File: src/uhis_pkg.sv
package uhis_pkg;

  // register byte offsets on the register bus
  localparam logic [7:0] OFS_STATUS = 8'h00;
  localparam logic [7:0] OFS_ENABLE = 8'h04;

  // flag and enable bit positions, and the frame number bit watched for overflow
  localparam int B_SO = 0;
  localparam int B_WDH = 1;
  localparam int B_FRM_START = 2;
  localparam int B_RD = 3;
  localparam int B_ERR = 4;
  localparam int B_FN_OVF = 5;
  localparam int B_HUB_CHG = 6;
  localparam int B_OWN_CHG = 30;
  localparam int B_GATE = 31;
  localparam int B_FN_MSB = 15;

  // implemented bits; everything else reads zero
  localparam logic [31:0] STATUS_MASK = 32'h4000_007f;
  localparam logic [31:0] ENABLE_MASK = 32'hc000_007f;

  // values after reset
  localparam logic [31:0] STATUS_RESET = 32'h0000_0000;
  localparam logic [31:0] ENABLE_RESET = 32'h0000_0000;
  localparam logic [1:0] OVC_RESET = 2'h0;

  localparam logic [1:0] RESP_OKAY = 2'h0;
  localparam logic [1:0] RESP_SLVERR = 2'h2;

  typedef struct packed {
    logic [7:0] addr;
    logic [31:0] data;
    logic [3:0] strb;
  } uhis_wr_t;

  // single-cycle event strobes from the rest of the controller
  typedef struct packed {
    logic root_hub_change;
    logic frame_start;
    logic fn_copy_done;
    logic system_error;
    logic done_head_written;
    logic overrun;
  } uhis_evt_t;

  typedef enum logic [1:0] {
    CH_IDLE = 2'b01,
    CH_RESP = 2'b10
  } uhis_ch_t;

  function automatic logic uhis_addr_ok(input logic [7:0] a);
    return (a == OFS_STATUS) || (a == OFS_ENABLE);
  endfunction

  function automatic logic [31:0] uhis_strb_mask(input logic [3:0] s);
    logic [31:0] m;
    m = 32'h0;
    for (int i = 0; i < 4; i++) begin
      m[i*8 +: 8] = {8{s[i]}};
    end
    return m;
  endfunction

endpackage

File: src/uhis_axil_slave.sv
module uhis_axil_slave
  import uhis_pkg::*;
(
  // clock and reset
  input wire logic aclk,
  input wire logic aresetn,
  // write address and data
  input wire logic [7:0] s_axi_awaddr,
  input wire logic s_axi_awvalid,
  output logic s_axi_awready,
  input wire logic [31:0] s_axi_wdata,
  input wire logic [3:0] s_axi_wstrb,
  input wire logic s_axi_wvalid,
  output logic s_axi_wready,
  // write response
  output logic [1:0] s_axi_bresp,
  output logic s_axi_bvalid,
  input wire logic s_axi_bready,
  // read address and data
  input wire logic [7:0] s_axi_araddr,
  input wire logic s_axi_arvalid,
  output logic s_axi_arready,
  output logic [31:0] s_axi_rdata,
  output logic [1:0] s_axi_rresp,
  output logic s_axi_rvalid,
  input wire logic s_axi_rready,
  // register side
  input wire logic [31:0] rd_word,
  output logic wr_valid,
  output uhis_wr_t wr
);

  uhis_ch_t wst_reg, wst_next, rst_reg, rst_next;
  logic aw_have_reg, aw_have_next, w_have_reg, w_have_next;
  logic [7:0] awaddr_reg, awaddr_next;
  logic [31:0] wdata_reg, wdata_next;
  logic [3:0] wstrb_reg, wstrb_next;
  logic awready_reg, awready_next, wready_reg, wready_next;
  logic bvalid_reg, bvalid_next, arready_reg, arready_next;
  logic rvalid_reg, rvalid_next, wr_valid_reg, wr_valid_next;
  logic [1:0] bresp_reg, bresp_next, rresp_reg, rresp_next;
  logic [31:0] rdata_reg, rdata_next;
  uhis_wr_t wr_reg, wr_next;

  always_comb begin
    wst_next = wst_reg;
    aw_have_next = aw_have_reg;
    w_have_next = w_have_reg;
    awaddr_next = awaddr_reg;
    wdata_next = wdata_reg;
    wstrb_next = wstrb_reg;
    bvalid_next = bvalid_reg;
    bresp_next = bresp_reg;
    wr_valid_next = 1'b0;
    wr_next = wr_reg;
    // address and data may arrive in either order
    if (s_axi_awvalid && awready_reg) begin
      aw_have_next = 1'b1;
      awaddr_next = s_axi_awaddr;
    end
    if (s_axi_wvalid && wready_reg) begin
      w_have_next = 1'b1;
      wdata_next = s_axi_wdata;
      wstrb_next = s_axi_wstrb;
    end
    unique case (wst_reg)
      CH_IDLE: begin
        if (aw_have_next && w_have_next) begin
          wst_next = CH_RESP;
          bvalid_next = 1'b1;
          bresp_next = uhis_addr_ok(awaddr_next) ? RESP_OKAY : RESP_SLVERR;
          wr_valid_next = 1'b1;
          wr_next = '{addr: awaddr_next, data: wdata_next, strb: wstrb_next};
          aw_have_next = 1'b0;
          w_have_next = 1'b0;
        end
      end
      CH_RESP: begin
        if (s_axi_bready) begin
          wst_next = CH_IDLE;
          bvalid_next = 1'b0;
        end
      end
    endcase
    awready_next = (wst_next == CH_IDLE) && !aw_have_next;
    wready_next = (wst_next == CH_IDLE) && !w_have_next;
  end

  always_comb begin
    rst_next = rst_reg;
    rvalid_next = rvalid_reg;
    rdata_next = rdata_reg;
    rresp_next = rresp_reg;
    unique case (rst_reg)
      CH_IDLE: begin
        if (s_axi_arvalid && arready_reg) begin
          rst_next = CH_RESP;
          rvalid_next = 1'b1;
          rdata_next = uhis_addr_ok(s_axi_araddr) ? rd_word : 32'h0;
          rresp_next = uhis_addr_ok(s_axi_araddr) ? RESP_OKAY : RESP_SLVERR;
        end
      end
      CH_RESP: begin
        if (s_axi_rready) begin
          rst_next = CH_IDLE;
          rvalid_next = 1'b0;
        end
      end
    endcase
    arready_next = (rst_next == CH_IDLE);
  end

  always_ff @(posedge aclk) begin
    if (!aresetn) begin
      wst_reg <= CH_IDLE;
      rst_reg <= CH_IDLE;
      aw_have_reg <= 1'b0;
      w_have_reg <= 1'b0;
      awaddr_reg <= 8'h0;
      wdata_reg <= 32'h0;
      wstrb_reg <= 4'h0;
      awready_reg <= 1'b0;
      wready_reg <= 1'b0;
      bvalid_reg <= 1'b0;
      bresp_reg <= RESP_OKAY;
      arready_reg <= 1'b0;
      rvalid_reg <= 1'b0;
      rdata_reg <= 32'h0;
      rresp_reg <= RESP_OKAY;
      wr_valid_reg <= 1'b0;
      wr_reg <= '0;
    end else begin
      wst_reg <= wst_next;
      rst_reg <= rst_next;
      aw_have_reg <= aw_have_next;
      w_have_reg <= w_have_next;
      awaddr_reg <= awaddr_next;
      wdata_reg <= wdata_next;
      wstrb_reg <= wstrb_next;
      awready_reg <= awready_next;
      wready_reg <= wready_next;
      bvalid_reg <= bvalid_next;
      bresp_reg <= bresp_next;
      arready_reg <= arready_next;
      rvalid_reg <= rvalid_next;
      rdata_reg <= rdata_next;
      rresp_reg <= rresp_next;
      wr_valid_reg <= wr_valid_next;
      wr_reg <= wr_next;
    end
  end

  assign s_axi_awready = awready_reg;
  assign s_axi_wready = wready_reg;
  assign s_axi_bvalid = bvalid_reg;
  assign s_axi_bresp = bresp_reg;
  assign s_axi_arready = arready_reg;
  assign s_axi_rvalid = rvalid_reg;
  assign s_axi_rdata = rdata_reg;
  assign s_axi_rresp = rresp_reg;
  assign wr_valid = wr_valid_reg;
  assign wr = wr_reg;

endmodule

File: src/uhis_sync_rise.sv
module uhis_sync_rise
  import uhis_pkg::*;
(
  // clock and reset
  input wire logic aclk,
  input wire logic aresetn,
  // pin side
  input wire logic async_in,
  // clocked side
  output logic rise
);

  logic meta_reg, meta_next;
  logic sync_reg, sync_next;
  logic prev_reg, prev_next;

  // only the second stage and later feed the edge detector
  always_comb begin
    meta_next = async_in;
    sync_next = meta_reg;
    prev_next = sync_reg;
  end

  always_ff @(posedge aclk) begin
    if (!aresetn) begin
      meta_reg <= 1'b0;
      sync_reg <= 1'b0;
      prev_reg <= 1'b0;
    end else begin
      meta_reg <= meta_next;
      sync_reg <= sync_next;
      prev_reg <= prev_next;
    end
  end

  assign rise = sync_reg & ~prev_reg;

endmodule

File: src/uhis_top.sv
// Operation
// - each monitored event sets its status flag, which stays set.
// - interrupt requested only if flag, its enable and master gate set.
// - writing one clears a status flag; zero leaves it untouched.
// - hardware never clears a status flag itself.
// - ownership change flag sets when the ownership request bit rises.
// - unmasked ownership change raises the management interrupt the cycle after its flag sets.
// - without management interrupt output the ownership flag stays zero.
// - root hub change flag sets on any root hub or port status change.
// - frame overflow flag sets when frame bit 15 toggles, after copy.
// - unrecoverable error flag sets on system error; processing halts.
// - resume flag sets on device resume start, not software resume.
// - frame start flag sets each frame, with a frame start token.
// - done head flag sets after writeback; no writeback while set.
// - overrun flag sets on schedule overrun; overrun count increments.
// - two-bit overrun count starts at zero, counts every overrun, wraps.
// - writing one sets an enable bit; zero leaves it; reads current.
// - each enable bit except the master gate (bit 31) gates only its matching status flag.
//
// The AXI4-Lite register port and the placing of the registers were chosen for this implementation.
module uhis_top
  import uhis_pkg::*;
#(
  parameter bit MGMT_IRQ_PRESENT = 1'b1
) (
  // clock and reset
  input wire logic aclk,
  input wire logic aresetn,
  // register bus
  input wire logic [7:0] s_axi_awaddr,
  input wire logic s_axi_awvalid,
  output logic s_axi_awready,
  input wire logic [31:0] s_axi_wdata,
  input wire logic [3:0] s_axi_wstrb,
  input wire logic s_axi_wvalid,
  output logic s_axi_wready,
  output logic [1:0] s_axi_bresp,
  output logic s_axi_bvalid,
  input wire logic s_axi_bready,
  input wire logic [7:0] s_axi_araddr,
  input wire logic s_axi_arvalid,
  output logic s_axi_arready,
  output logic [31:0] s_axi_rdata,
  output logic [1:0] s_axi_rresp,
  output logic s_axi_rvalid,
  input wire logic s_axi_rready,
  // controller events and state
  input wire uhis_evt_t evt,
  input wire logic [15:0] frame_number,
  input wire logic ownership_change_request_a,
  input wire logic bus_resume_state,
  // resume signalling seen on the bus pins
  input wire logic resume_line,
  // requests and controls out
  output logic irq,
  output logic system_management_interrupt,
  output logic sof_token,
  output logic processing_halt,
  output logic done_head_hold,
  output logic [1:0] overrun_count
);

  uhis_wr_t wr;
  logic wr_valid;
  logic [31:0] rd_word;
  logic res_rise;

  logic [31:0] status_reg, status_next;
  logic [31:0] enable_reg, enable_next;
  logic [31:0] set_vec, clr_vec, en_set_vec;
  logic irq_reg, irq_next;
  logic mgmt_reg, mgmt_next;
  logic sof_reg, sof_next;
  logic [1:0] ovc_reg, ovc_next;
  logic ocr_prev_reg, ocr_prev_next;
  logic fn_msb_reg, fn_msb_next;
  logic fn_pend_reg, fn_pend_next;
  logic ocr_rise, fn_toggle;

  uhis_axil_slave u_bus (
    .aclk(aclk),
    .aresetn(aresetn),
    .s_axi_awaddr(s_axi_awaddr),
    .s_axi_awvalid(s_axi_awvalid),
    .s_axi_awready(s_axi_awready),
    .s_axi_wdata(s_axi_wdata),
    .s_axi_wstrb(s_axi_wstrb),
    .s_axi_wvalid(s_axi_wvalid),
    .s_axi_wready(s_axi_wready),
    .s_axi_bresp(s_axi_bresp),
    .s_axi_bvalid(s_axi_bvalid),
    .s_axi_bready(s_axi_bready),
    .s_axi_araddr(s_axi_araddr),
    .s_axi_arvalid(s_axi_arvalid),
    .s_axi_arready(s_axi_arready),
    .s_axi_rdata(s_axi_rdata),
    .s_axi_rresp(s_axi_rresp),
    .s_axi_rvalid(s_axi_rvalid),
    .s_axi_rready(s_axi_rready),
    .rd_word(rd_word),
    .wr_valid(wr_valid),
    .wr(wr)
  );

  // bus resume line is asynchronous to aclk
  uhis_sync_rise u_resume (
    .aclk(aclk),
    .aresetn(aresetn),
    .async_in(resume_line),
    .rise(res_rise)
  );

  assign ocr_rise = ownership_change_request_a & ~ocr_prev_reg;
  assign fn_toggle = frame_number[B_FN_MSB] ^ fn_msb_reg;

  always_comb begin
    set_vec = 32'h0;
    set_vec[B_OWN_CHG] = MGMT_IRQ_PRESENT && ocr_rise;
    set_vec[B_HUB_CHG] = evt.root_hub_change;
    // toggle waits until the shared copy has been written
    set_vec[B_FN_OVF] = evt.fn_copy_done && (fn_pend_reg || fn_toggle);
    set_vec[B_ERR] = evt.system_error;
    // software entering resume is not a device resume
    set_vec[B_RD] = res_rise && !bus_resume_state;
    set_vec[B_FRM_START] = evt.frame_start;
    set_vec[B_WDH] = evt.done_head_written;
    set_vec[B_SO] = evt.overrun;
  end

  always_comb begin
    clr_vec = 32'h0;
    en_set_vec = 32'h0;
    if (wr_valid && wr.addr == OFS_STATUS) begin
      clr_vec = wr.data & uhis_strb_mask(wr.strb);
    end
    if (wr_valid && wr.addr == OFS_ENABLE) begin
      en_set_vec = wr.data & uhis_strb_mask(wr.strb);
    end
    // a set in the same cycle as its clear wins, so no event is lost
    status_next = ((status_reg & ~clr_vec) | set_vec) & STATUS_MASK;
    if (!MGMT_IRQ_PRESENT) begin
      status_next[B_OWN_CHG] = 1'b0;
    end
    // enables only ever set; there is no disable path here
    enable_next = (enable_reg | en_set_vec) & ENABLE_MASK;
  end

  always_comb begin
    irq_next = enable_reg[B_GATE]
      && |(status_reg[B_OWN_CHG:0] & enable_reg[B_OWN_CHG:0]);
    mgmt_next = status_reg[B_OWN_CHG] && enable_reg[B_OWN_CHG];
    sof_next = evt.frame_start;
    ovc_next = ovc_reg;
    if (evt.overrun) begin
      ovc_next = ovc_reg + 2'h1;
    end
    ocr_prev_next = ownership_change_request_a;
    fn_msb_next = frame_number[B_FN_MSB];
    fn_pend_next = (fn_pend_reg || fn_toggle) && !evt.fn_copy_done;
  end

  always_comb begin
    unique case (s_axi_araddr)
      OFS_STATUS: rd_word = status_reg;
      OFS_ENABLE: rd_word = enable_reg;
      default: rd_word = 32'h0;
    endcase
  end

  always_ff @(posedge aclk) begin
    if (!aresetn) begin
      status_reg <= STATUS_RESET;
      enable_reg <= ENABLE_RESET;
      irq_reg <= 1'b0;
      mgmt_reg <= 1'b0;
      sof_reg <= 1'b0;
      ovc_reg <= OVC_RESET;
      ocr_prev_reg <= 1'b0;
      fn_msb_reg <= 1'b0;
      fn_pend_reg <= 1'b0;
    end else begin
      status_reg <= status_next;
      enable_reg <= enable_next;
      irq_reg <= irq_next;
      mgmt_reg <= mgmt_next;
      sof_reg <= sof_next;
      ovc_reg <= ovc_next;
      ocr_prev_reg <= ocr_prev_next;
      fn_msb_reg <= fn_msb_next;
      fn_pend_reg <= fn_pend_next;
    end
  end

  assign irq = irq_reg;
  assign system_management_interrupt = mgmt_reg;
  assign sof_token = sof_reg;
  // halt holds until software writes one to the error flag or reset clears it
  assign processing_halt = status_reg[B_ERR];
  // writeback logic must wait while this is high
  assign done_head_hold = status_reg[B_WDH];
  assign overrun_count = ovc_reg;

  sticky_hold_a: assert property (
    @(posedge aclk) disable iff (!aresetn)
    1'b1 |=> ((($past(status_reg) & ~$past(clr_vec)) & ~status_reg) == 32'h0)
  ) else $error("status flag dropped without a clear write");

  write_clear_a: assert property (
    @(posedge aclk) disable iff (!aresetn)
    (wr_valid && wr.addr == OFS_STATUS && wr.strb[0]
      && wr.data[B_SO] && !evt.overrun) |=> !status_reg[B_SO]
  ) else $error("overrun flag not cleared by write of one");

  irq_gate_a: assert property (
    @(posedge aclk) disable iff (!aresetn)
    (!enable_reg[B_GATE]
      || ~|(status_reg[B_OWN_CHG:0] & enable_reg[B_OWN_CHG:0]))
      |=> !irq
  ) else $error("interrupt raised without enabled flag and gate");

  irq_raise_a: assert property (
    @(posedge aclk) disable iff (!aresetn)
    (enable_reg[B_GATE] && status_reg[B_SO] && enable_reg[B_SO])
      |=> irq
  ) else $error("enabled overrun flag gave no interrupt");

  mgmt_raise_a: assert property (
    @(posedge aclk) disable iff (!aresetn)
    (status_reg[B_OWN_CHG] && enable_reg[B_OWN_CHG])
      |=> system_management_interrupt
  ) else $error("unmasked ownership change gave no management irq");

  own_set_a: assert property (
    @(posedge aclk) disable iff (!aresetn)
    ocr_rise |=> (status_reg[B_OWN_CHG] == MGMT_IRQ_PRESENT)
  ) else $error("ownership change flag wrong after request");

  fn_ovf_set_a: assert property (
    @(posedge aclk) disable iff (!aresetn)
    (evt.fn_copy_done && (fn_pend_reg || fn_toggle))
      |=> status_reg[B_FN_OVF]
  ) else $error("frame overflow flag not set after copy");

  resume_set_a: assert property (
    @(posedge aclk) disable iff (!aresetn)
    $rose(status_reg[B_RD]) |-> $past(res_rise && !bus_resume_state)
  ) else $error("resume flag set without device resume edge");

  frame_start_a: assert property (
    @(posedge aclk) disable iff (!aresetn)
    evt.frame_start |=> (status_reg[B_FRM_START] && sof_token)
  ) else $error("frame start flag or token missing");

  error_halt_a: assert property (
    @(posedge aclk) disable iff (!aresetn)
    evt.system_error |=> processing_halt
  ) else $error("system error did not halt processing");

  overrun_count_a: assert property (
    @(posedge aclk) disable iff (!aresetn)
    evt.overrun |=> (overrun_count == $past(overrun_count) + 2'h1)
  ) else $error("overrun count did not step");

  enable_sticky_a: assert property (
    @(posedge aclk) disable iff (!aresetn)
    1'b1 |=> ((~enable_reg & $past(enable_reg)) == 32'h0)
  ) else $error("enable bit fell");

  reserved_zero_a: assert property (
    @(posedge aclk) disable iff (!aresetn)
    ((status_reg & ~STATUS_MASK) == 32'h0)
      && ((enable_reg & ~ENABLE_MASK) == 32'h0)
  ) else $error("reserved bit became nonzero");

  hub_change_a: assert property (
    @(posedge aclk) disable iff (!aresetn)
    evt.root_hub_change |=> status_reg[B_HUB_CHG]
  ) else $error("root hub change flag not set");

  done_hold_a: assert property (
    @(posedge aclk) disable iff (!aresetn)
    evt.done_head_written |=> done_head_hold
  ) else $error("done head flag did not hold writeback");

  overrun_flag_a: assert property (
    @(posedge aclk) disable iff (!aresetn)
    evt.overrun |=> status_reg[B_SO]
  ) else $error("overrun flag not set");

  no_soft_set_a: assert property (
    @(posedge aclk) disable iff (!aresetn)
    (set_vec == 32'h0) |=> ((status_reg & ~$past(status_reg)) == 32'h0)
  ) else $error("status flag rose with no event");

  enable_set_a: assert property (
    @(posedge aclk) disable iff (!aresetn)
    (wr_valid && wr.addr == OFS_ENABLE && wr.strb[0] && wr.data[B_SO])
      |=> enable_reg[B_SO]
  ) else $error("enable bit not set by write of one");

  mgmt_gate_a: assert property (
    @(posedge aclk) disable iff (!aresetn)
    !(status_reg[B_OWN_CHG] && enable_reg[B_OWN_CHG])
      |=> !system_management_interrupt
  ) else $error("management interrupt without unmasked flag");

  sof_pulse_a: assert property (
    @(posedge aclk) disable iff (!aresetn)
    !evt.frame_start |=> !sof_token
  ) else $error("frame start token without frame start");

  fn_pending_a: assert property (
    @(posedge aclk) disable iff (!aresetn)
    (fn_toggle && !evt.fn_copy_done) |=> fn_pend_reg
  ) else $error("frame bit toggle lost before copy");

endmodule
File: config.mk
export PLATFORM = sky130hd
export DESIGN_NAME = uhis_top
export DESIGN_NICKNAME = d
export VERILOG_FILES = /design/src/uhis_pkg.sv /design/src/uhis_axil_slave.sv /design/src/uhis_sync_rise.sv /design/src/uhis_top.sv
export SDC_FILE = /design/constraint.sdc
export NUM_CORES = 1
export LEC_CHECK = 0
export ABC_AREA = 1
export BUFFER_PORTS_ARGS = -buffer_cell sky130_fd_sc_hd__buf_4
export CORE_UTILIZATION = 58
export CTS_CLUSTER_SIZE = 25
export DETAILED_ROUTE_END_ITERATION = 16
export PLACE_DENSITY = 0.84
export SYNTH_ARGS = -nofsm -noshare
export SYNTH_HDL_FRONTEND = slang
export SYNTH_HIERARCHICAL = 1
export SYNTH_SLANG_ARGS = --single-unit
File: constraint.sdc
create_clock -name aclk -period 4.04 [get_ports aclk]
set_input_delay 0.404 -clock aclk [delete_from_list [all_inputs] [get_ports aclk]]
set_output_delay 0.404 -clock aclk [all_outputs]
set_load 0.005 [all_outputs]
; ---- Word level (Yosys, flattened, before mapping)
; Cells that the tools add are included.
[totals]
ff_bits = 187
input_bits = 84
output_inout_bits = 48
word_cells = 114
[op_classes]
add_sub_neg = 1
n_eq_ne = 13
mux = 28
n_bitwise = 11
reduce_logical = 29
[op_table]
columns = op, count
row1 = 32-bit 2-to-1 mux, 3
row2 = 32-bit one-hot mux with 2 select lines, 1
row3 = 31-bit bitwise AND, 2
row4 = 32-bit bitwise AND, 1
row5 = 32-bit bitwise OR, 1
row6 = 31-bit 2-to-1 mux, 1
row7 = 31-bit inverter, 1
row8 = 31-bit bitwise OR, 1
row9 = 31-bit OR reduction, 1
row10 = 8-bit by 3-bit == test with 1-bit output (second input constant), 3
row11 = 8-bit zero test, 3
row12 = 1-bit logical AND, 13
row13 = 2-bit 2-to-1 mux, 6
row14 = 1-bit 2-to-1 mux, 11
row15 = 2-bit AND reduction, 5
row16 = 2-bit by 1-bit == test with 1-bit output (second input constant), 4
row17 = 8-bit 2-to-1 mux, 1
row18 = 2-bit one-hot mux with 2 select lines, 2
row19 = 2-bit == test (second input constant), 2
row20 = 1-bit zero test, 4
row21 = 4-bit 2-to-1 mux, 1
row22 = 2-bit by 1-bit inequality test with 1-bit output (second input constant), 2
row23 = 2-bit inequality test (second input constant), 2
row24 = 1-bit one-hot mux with 2 select lines, 2
row25 = 5 further kinds, 9

; ---- Depth between registers and ports, before layout
; Gate-level depths: netlist of run 1.
[logic_depth]
ltp_word = 7
depth_mapped = 8

; ---- By module
; Netlist of run 1, hierarchy kept.
[by_module_without_submodules]
columns = module, n_inst, cells_each, area_per_inst_um2, seq_area_each_um2
row1 = uhis_axil_slave, 1, 688, 5230.0, 2682.6
row2 = uhis_top, 1, 173, 1223.7, 500.5
row3 = uhis_sync_rise, 1, 11, 92.6, 60.1

; ---- Worst setup path after synthesis of run 1
; Ideal clock, no wire load.
[synth_path]
path_type = input to register
startpoint = input port s_axi_wvalid
endpoint = register u_bus.wr_reg, in the netlist u_bus/wr[41]
arrival_ns = 1.201
setup_slack_ns = 2.707
cell_stages = 8
path_buffers = 1
cell_sequence = nand2_2 > nand2_1 > nand2_4 > nor2_8 > inv_4 > buf_6 > nand2_1 > a21oi_1
[synth_between]
elab_chain_cells = 4
[synth_lines]
columns = element, line_no
row1 = "start, declared", uhis_top.sv:35  ; input wire logic s_axi_wvalid,
row2 = 1-bit logical AND, uhis_axil_slave.sv:61  ; if (s_axi_wvalid && wready_reg) begin
row3 = 1-bit 2-to-1 mux, uhis_axil_slave.sv:61
row4 = 1-bit logical AND, uhis_axil_slave.sv:68  ; if (aw_have_next && w_have_next) begin
row5 = 2-bit AND reduction (no source line), n/a
row6 = "end signal, assigned", uhis_axil_slave.sv:149  ; wr_reg <= wr_next;
row7 = "end, declared", uhis_axil_slave.sv:43  ; uhis_wr_t wr_reg, wr_next;
; Every way passes these cells.
; A chain may end at the register's enable or synchronous reset.

; ---- Final worst setup path of run 1
[layout_path]
startpoint = register u_bus.awready_reg (netlist: u_bus/s_axi_awready)
endpoint = register u_bus.wr_reg, in the netlist u_bus/wr[36]
[layout_between]
elab_chain_cells = 4
word_cells_on_any_way = 5
classes_between = mux (2) / reduce/logical (3)
[layout_lines]
columns = element, line_no
row1 = "start, declared", uhis_axil_slave.sv:38  ; logic awready_reg, awready_next, wready_reg, wready_next;
row2 = "start signal, assigned", uhis_axil_slave.sv:140  ; awready_reg <= awready_next;
row3 = 1-bit logical AND *, uhis_axil_slave.sv:57  ; if (s_axi_awvalid && awready_reg) begin
row4 = 1-bit 2-to-1 mux, uhis_axil_slave.sv:57
row5 = 1-bit logical AND, uhis_axil_slave.sv:68
row6 = 2-bit AND reduction (no source line), n/a
; Every way passes the cells marked *; elsewhere a longest branch is shown, timed or not.

==> results.yml, run 1 <==
run_status:
  status: "completed"
clocking:
  path_clk_slew_ns: 0.10
  ctsResizeCount: 0
  clock-sinks: 112
  post_cts_buffers: 0
  clk_latency_ns: 0.36
  clock_path_buffers: 2
  htreeDepth: 3
  cts-root-buf: "clkbuf_8"
  cts_tree: "yes"
  cts_buffers: 9
  cts_hold_buf: 0
cells_and_area:
  drive_above_1_share_pct: 20.8
  final_nets: 787
  largest_reg_flops: 32
  antenna_cells: 0
  area_delta_synth_final_pct: 20.5
  fillers: 607
  instances_no_fill: 810
  final_common_cell: "nand2_1"
  layout_common_cells: "159 x nand2_1, 112 x dfxtp_1, 91 x buf_4"
global_routing:
  gr-usage-all-layers_pct: 24.6
  grt_max_degree: 62
  antenna_found_initial: 0
  grt_pass1_vias: 3819
  grt-ovfl-total: 0
  grt_pass1_wl_um: 16600
timing:
  setup_tns_ns: 0
  setup_violations: 0
  hold_viol: 0
  report.final.slew_viol_count: 0
  min_period_ns: 1.82
  finalCritPeriodShare_pct: 45.1
  relSlewSlack_pct: 33.6
  rsz0062_at_grt: "false"
  final.setup_skew_ns: 0.00891
  fmax_mhz: 549
  worstMarginPinSlew_ns: 0.995
drt:
  drt-total-wl_um: 9440
  wl_per_cell_um: 11.7
  drtAntennaViolNets: 0
  vias: 3987
  first_pass_iters: 5
  viasPerCell: 4.92
  drt_iter0_markers: 195
  drc: 0
synthesis:
  synth_area_um2: 4590
  ys_warn_count: 6
  syn_avg_cell_area_um2: 7.48
  postSynthCellCount: 614
hold_path:
  holdPathStages: 3
  hold_end: "ocr_prev_reg"
  min-delay-start: "ownership_change_request_a"
  hold_path_class: "input port to flop"
floorplanning:
  fp.dieH_um: 91.0
  ios: 132
  core_um2: 7690
  die-area_um2: 8280
  die_w_um: 91.0
  rows: 32
  start_util_pct: 59.7
critical_path:
  cpPeakStageDelay_ns: 0.47
  path_delay_family: "simple AND/OR/NAND/NOR gates"
  cp.required_ns: 4.24
  crit_chain: "nand2_1 > nand2_2 > nand2_4 > nor2_8 > inv_4 > nand2_1 > a21oi_1"
  slowest_stage: "dfxtp_1"
  reg2reg_slack_ns: 2.22
  r2r-end: "u_bus/wr[36]"
  startpoint_type: "flop"
  crit_top_cell: "nand2_1"
  regToRegStartpoint: "u_bus/s_axi_awready"
  critical_path_class: "flop to flop"
  crit_path_max_fanout: 21
  r2r_cells: 7
  end_kind: "flop"
  critPathArrivalTime_ns: 2.03
  cp_num_buf_inv: 1
placed_design:
  portBuffers: 89
  dp_hpwl_um: 6540
  routabilityCongestion: 0.796
  placed_cells: 794
power_and_ir_drop:
  p_leak_uw: 0.00249
  vdd_ir_drop_max_uv: 324
  cellPowerDensity_nw_per_um2: 430
run:
  cap_violations: 0
==> layout make-up <==
class                           count  area (µm²)  area share (%)
Clock inverter                      6         108            1.94
Timing Repair Buffer               91         683            12.3
Clock buffer                       10         128            2.31
Sequential cell                   112        2240            40.5
Inverter                           78         295            5.33
Multi-Input combinational cell    411        1950            35.3
Tap cell                          102         128            2.31
==> through the flow <==
stage	setup slack [ns]	power (µW)	area (µm²)	hold slack [ns]	utilization, %
finish	2.22	2380	5540	0.225	72.0
global placement	2.26	1620	5300	0.392	69.0
CTS	2.23	2400	5540	0.213	72.0
detailed placement	2.21	1630	5300	0.393	69.0
floorplan	2.77	1530	4680	0.386	-
global route	2.02	2510	5540	0.224	72.0
==> worst max-delay path by stage <==
stage | start | to | slack, ns | cells past startpoint
finish | u_bus/s_axi_awready | u_bus/wr[36] | 2.22 | 7
global route | u_bus/s_axi_awready | u_bus/wr[40] | 2.02 | 7
CTS | u_bus/s_axi_awready | u_bus/wr[36] | 2.23 | 7
detailed placement | s_axi_awvalid | u_bus/wr[36] | 2.21 | 8
global placement | s_axi_awvalid | u_bus/wr[39] | 2.26 | 8
floorplan | u_bus/s_axi_awready | u_bus/wr[41] | 2.77 | 8
==> per-layer routing <==
| metal | track usage, % | up-vias | wire length, µm | share of wire, % |
|---|---|---|---|---|
| li1 | - | 2070 | - | - |
| met1 | 31.2 | 1796 | 4180 | 44 |
| met2 | 41.6 | 108 | 4660 | 49 |
| met3 | 3.43 | 13 | 464 | 4.9 |
| met4 | 10.7 | 0 | 144 | 1.5 |
| met5 | 0 | - | 0 | 0 |
==> power breakdown <==
group | internal, µW | switching [µW] | total [µW]
clock network | 410 | 357 | 767
registers | 1180 | 42.2 | 1230
logic | 138 | 247 | 385
==> worst reg2reg max path: stages (launching register included) <==
cell and delay, ns:
dfxtp_1 0.47, nand2_1 0.28, nand2_2 0.21, nand2_4 0.11, nor2_8 0.26, inv_4 0.18, nand2_1 0.10, a21oi_1 0.06
Power figures use the tool's default switching activity.
==> run 2: changes to the inputs <==
--- a/config.mk
+++ b/config.mk
@@ -7,10 +7,10 @@
 export LEC_CHECK = 0
 export ABC_AREA = 1
 export BUFFER_PORTS_ARGS = -buffer_cell sky130_fd_sc_hd__buf_4
-export CORE_UTILIZATION = 58
+export CORE_UTILIZATION = 51
 export CTS_CLUSTER_SIZE = 25
 export DETAILED_ROUTE_END_ITERATION = 16
-export PLACE_DENSITY = 0.84
+export PLACE_DENSITY = 0.78
 export SYNTH_ARGS = -nofsm -noshare
 export SYNTH_HDL_FRONTEND = slang
 export SYNTH_HIERARCHICAL = 1
==> constraint.sdc (replaced) <==
create_clock -name aclk -period 1.6 [get_ports aclk]
set_input_delay 0.16 -clock aclk [delete_from_list [all_inputs] [get_ports aclk]]
set_output_delay 0.16 -clock aclk [all_outputs]
set_load 0.005 [all_outputs]
==> run 2 against run 1 <==
Global-route usage down 3.9 points. Highest routed layer unchanged. Largest power group unchanged. Fmax up 31%. Worst setup slack worse by 2.0 ns. Critical endpoint is now u_bus/wr[43]. Cell count up 1.9%. Register-to-register slack worse by 2.0 ns. Clock power up 110%.
==> results.yml, run 2 (synthesis results as in run 1) <==
run_status:
  status: "completed"
critical_path:
  cp_num_buf_inv: 1
  end_kind: "flop"
  crit_path_max_fanout: 21
  critical_path_class: "flop to flop"
  cpPeakStageDelay_ns: 0.36
  path_delay_family: "simple AND/OR/NAND/NOR gates"
  cp.required_ns: 1.84
  crit_top_cell: "nand2_1"
  crit_chain: "nand2_2 > nand2_1 > nand2_4 > nor2_8 > inv_4 > nand2_1 > a21oi_1"
  startpoint_type: "flop"
  slowest_stage: "dfxtp_1"
  critPathArrivalTime_ns: 1.63
cells_and_area:
  instances_no_fill: 825
  final_nets: 797
  drive_above_1_share_pct: 21.2
  antenna_cells: 0
  final_common_cell: "nand2_1"
  layout_common_cells: "159 x nand2_1, 112 x dfxtp_1, 96 x buf_4"
  largest_reg_flops: 32
  area_delta_synth_final_pct: 21.8
drt:
  vias: 4003
  drt_iter0_markers: 155
  wl_per_cell_um: 11.5
  drc: 0
  first_pass_iters: 4
  drtAntennaViolNets: 0
  drt-total-wl_um: 9530
  viasPerCell: 4.85
clocking:
  htreeDepth: 3
  cts_buffers: 9
  clk_latency_ns: 0.36
  cts_tree: "yes"
  path_clk_slew_ns: 0.10
  clock-sinks: 112
  ctsResizeCount: 0
  cts-root-buf: "clkbuf_8"
  clock_path_buffers: 2
timing:
  worst_slack_ns: 0.211
  rsz0062_at_grt: "false"
  finalCritPeriodShare_pct: 86.8
  fmax_mhz: 720
  worstMarginPinSlew_ns: 0.507
  relSlewSlack_pct: 66.1
  setup_tns_ns: 0
  report.final.slew_viol_count: 0
  final.setup_skew_ns: 0.0122
  setup_violations: 0
  hold_viol: 0
  min_period_ns: 1.39
global_routing:
  grt_max_degree: 62
  grt-ovfl-total: 0
  grt_pass1_wl_um: 16200
  grt_pass1_vias: 3722
  antenna_found_initial: 0
  gr-usage-all-layers_pct: 20.7
power_and_ir_drop:
  vdd_ir_drop_max_uv: 562
  p_leak_uw: 0.00252
  cellPowerDensity_nw_per_um2: 1020
placed_design:
  dp_hpwl_um: 6880
  routabilityCongestion: 0.782
  dp_slack_ns: 0.197
  placed_cells: 806
  portBuffers: 89
floorplanning:
  fp.dieH_um: 96.9
  die_w_um: 96.9
  rows: 34
  ios: 132
  start_util_pct: 52.7
  core_um2: 8720
  die-area_um2: 9390
run:
  cap_violations: 0
hold_path:
  hold_path_class: "input port to flop"
-- run 2: through the flow --
step	hold WS (ns)	total power (µW)	instance area, µm²	util, %
after floorplan	0.253	3860	4680	-
after global placement	0.356	4110	5370	61.5
after detailed placement	0.356	4150	5370	61.5
after CTS	0.0196	5770	5590	64.1
after global routing	0.0276	6010	5590	64.1
final	0.0296	5730	5590	64.1
-- run 2: what timing repair did --
action                                 4_1_cts  5_1_grt
endpoints found under the hold margin        5        0
setup buffers                                0        0
hold buffers                                 4        0
-- run 2: path summary, 6_finish.rpt --
check	from	to	slack, ns	cells after the start
worst min register to register	u_resume/meta_reg	u_resume/prev_next	0.42	2
worst min-delay path	evt[3]	fn_pend_reg	0.03	4
worst max-delay path	u_bus/s_axi_wready	u_bus/wr[43]	0.21	7
worst max register to register	u_bus/s_axi_wready	u_bus/wr[43]	0.21	7
-- run 2: where the power goes --
| part | internal, µW | switching (µW) |
|---|---|---|
| logic | 386 | 625 |
| registers | 2990 | 100 |
| clock network | 753 | 877 |
| total | 4130 | 1600 |
-- run 2: layout make-up --
cell class	count	area, µm²
inverter	78	295
multi-input combinational	411	1950
sequential	112	2240
clock inverter	4	45.0
timing repair buffer	101	781
tap	108	135
clock buffer	11	141
fill	772	3130
-- run 2: tightest hold or removal path: stages --
cell and delay, ns:
buf_4 0.08, nor2_1 0.03, nand2_1 0.05, inv_1 0.03
-- run 2: per-layer routing --
metal	part of all wire (%)	vias up	global-route usage (%)
li1	-	2090	-
met5	0	-	0
met1	46	1802	26.2
met4	0.89	0	7.23
met2	49	99	36.1
met3	4.3	12	2.60
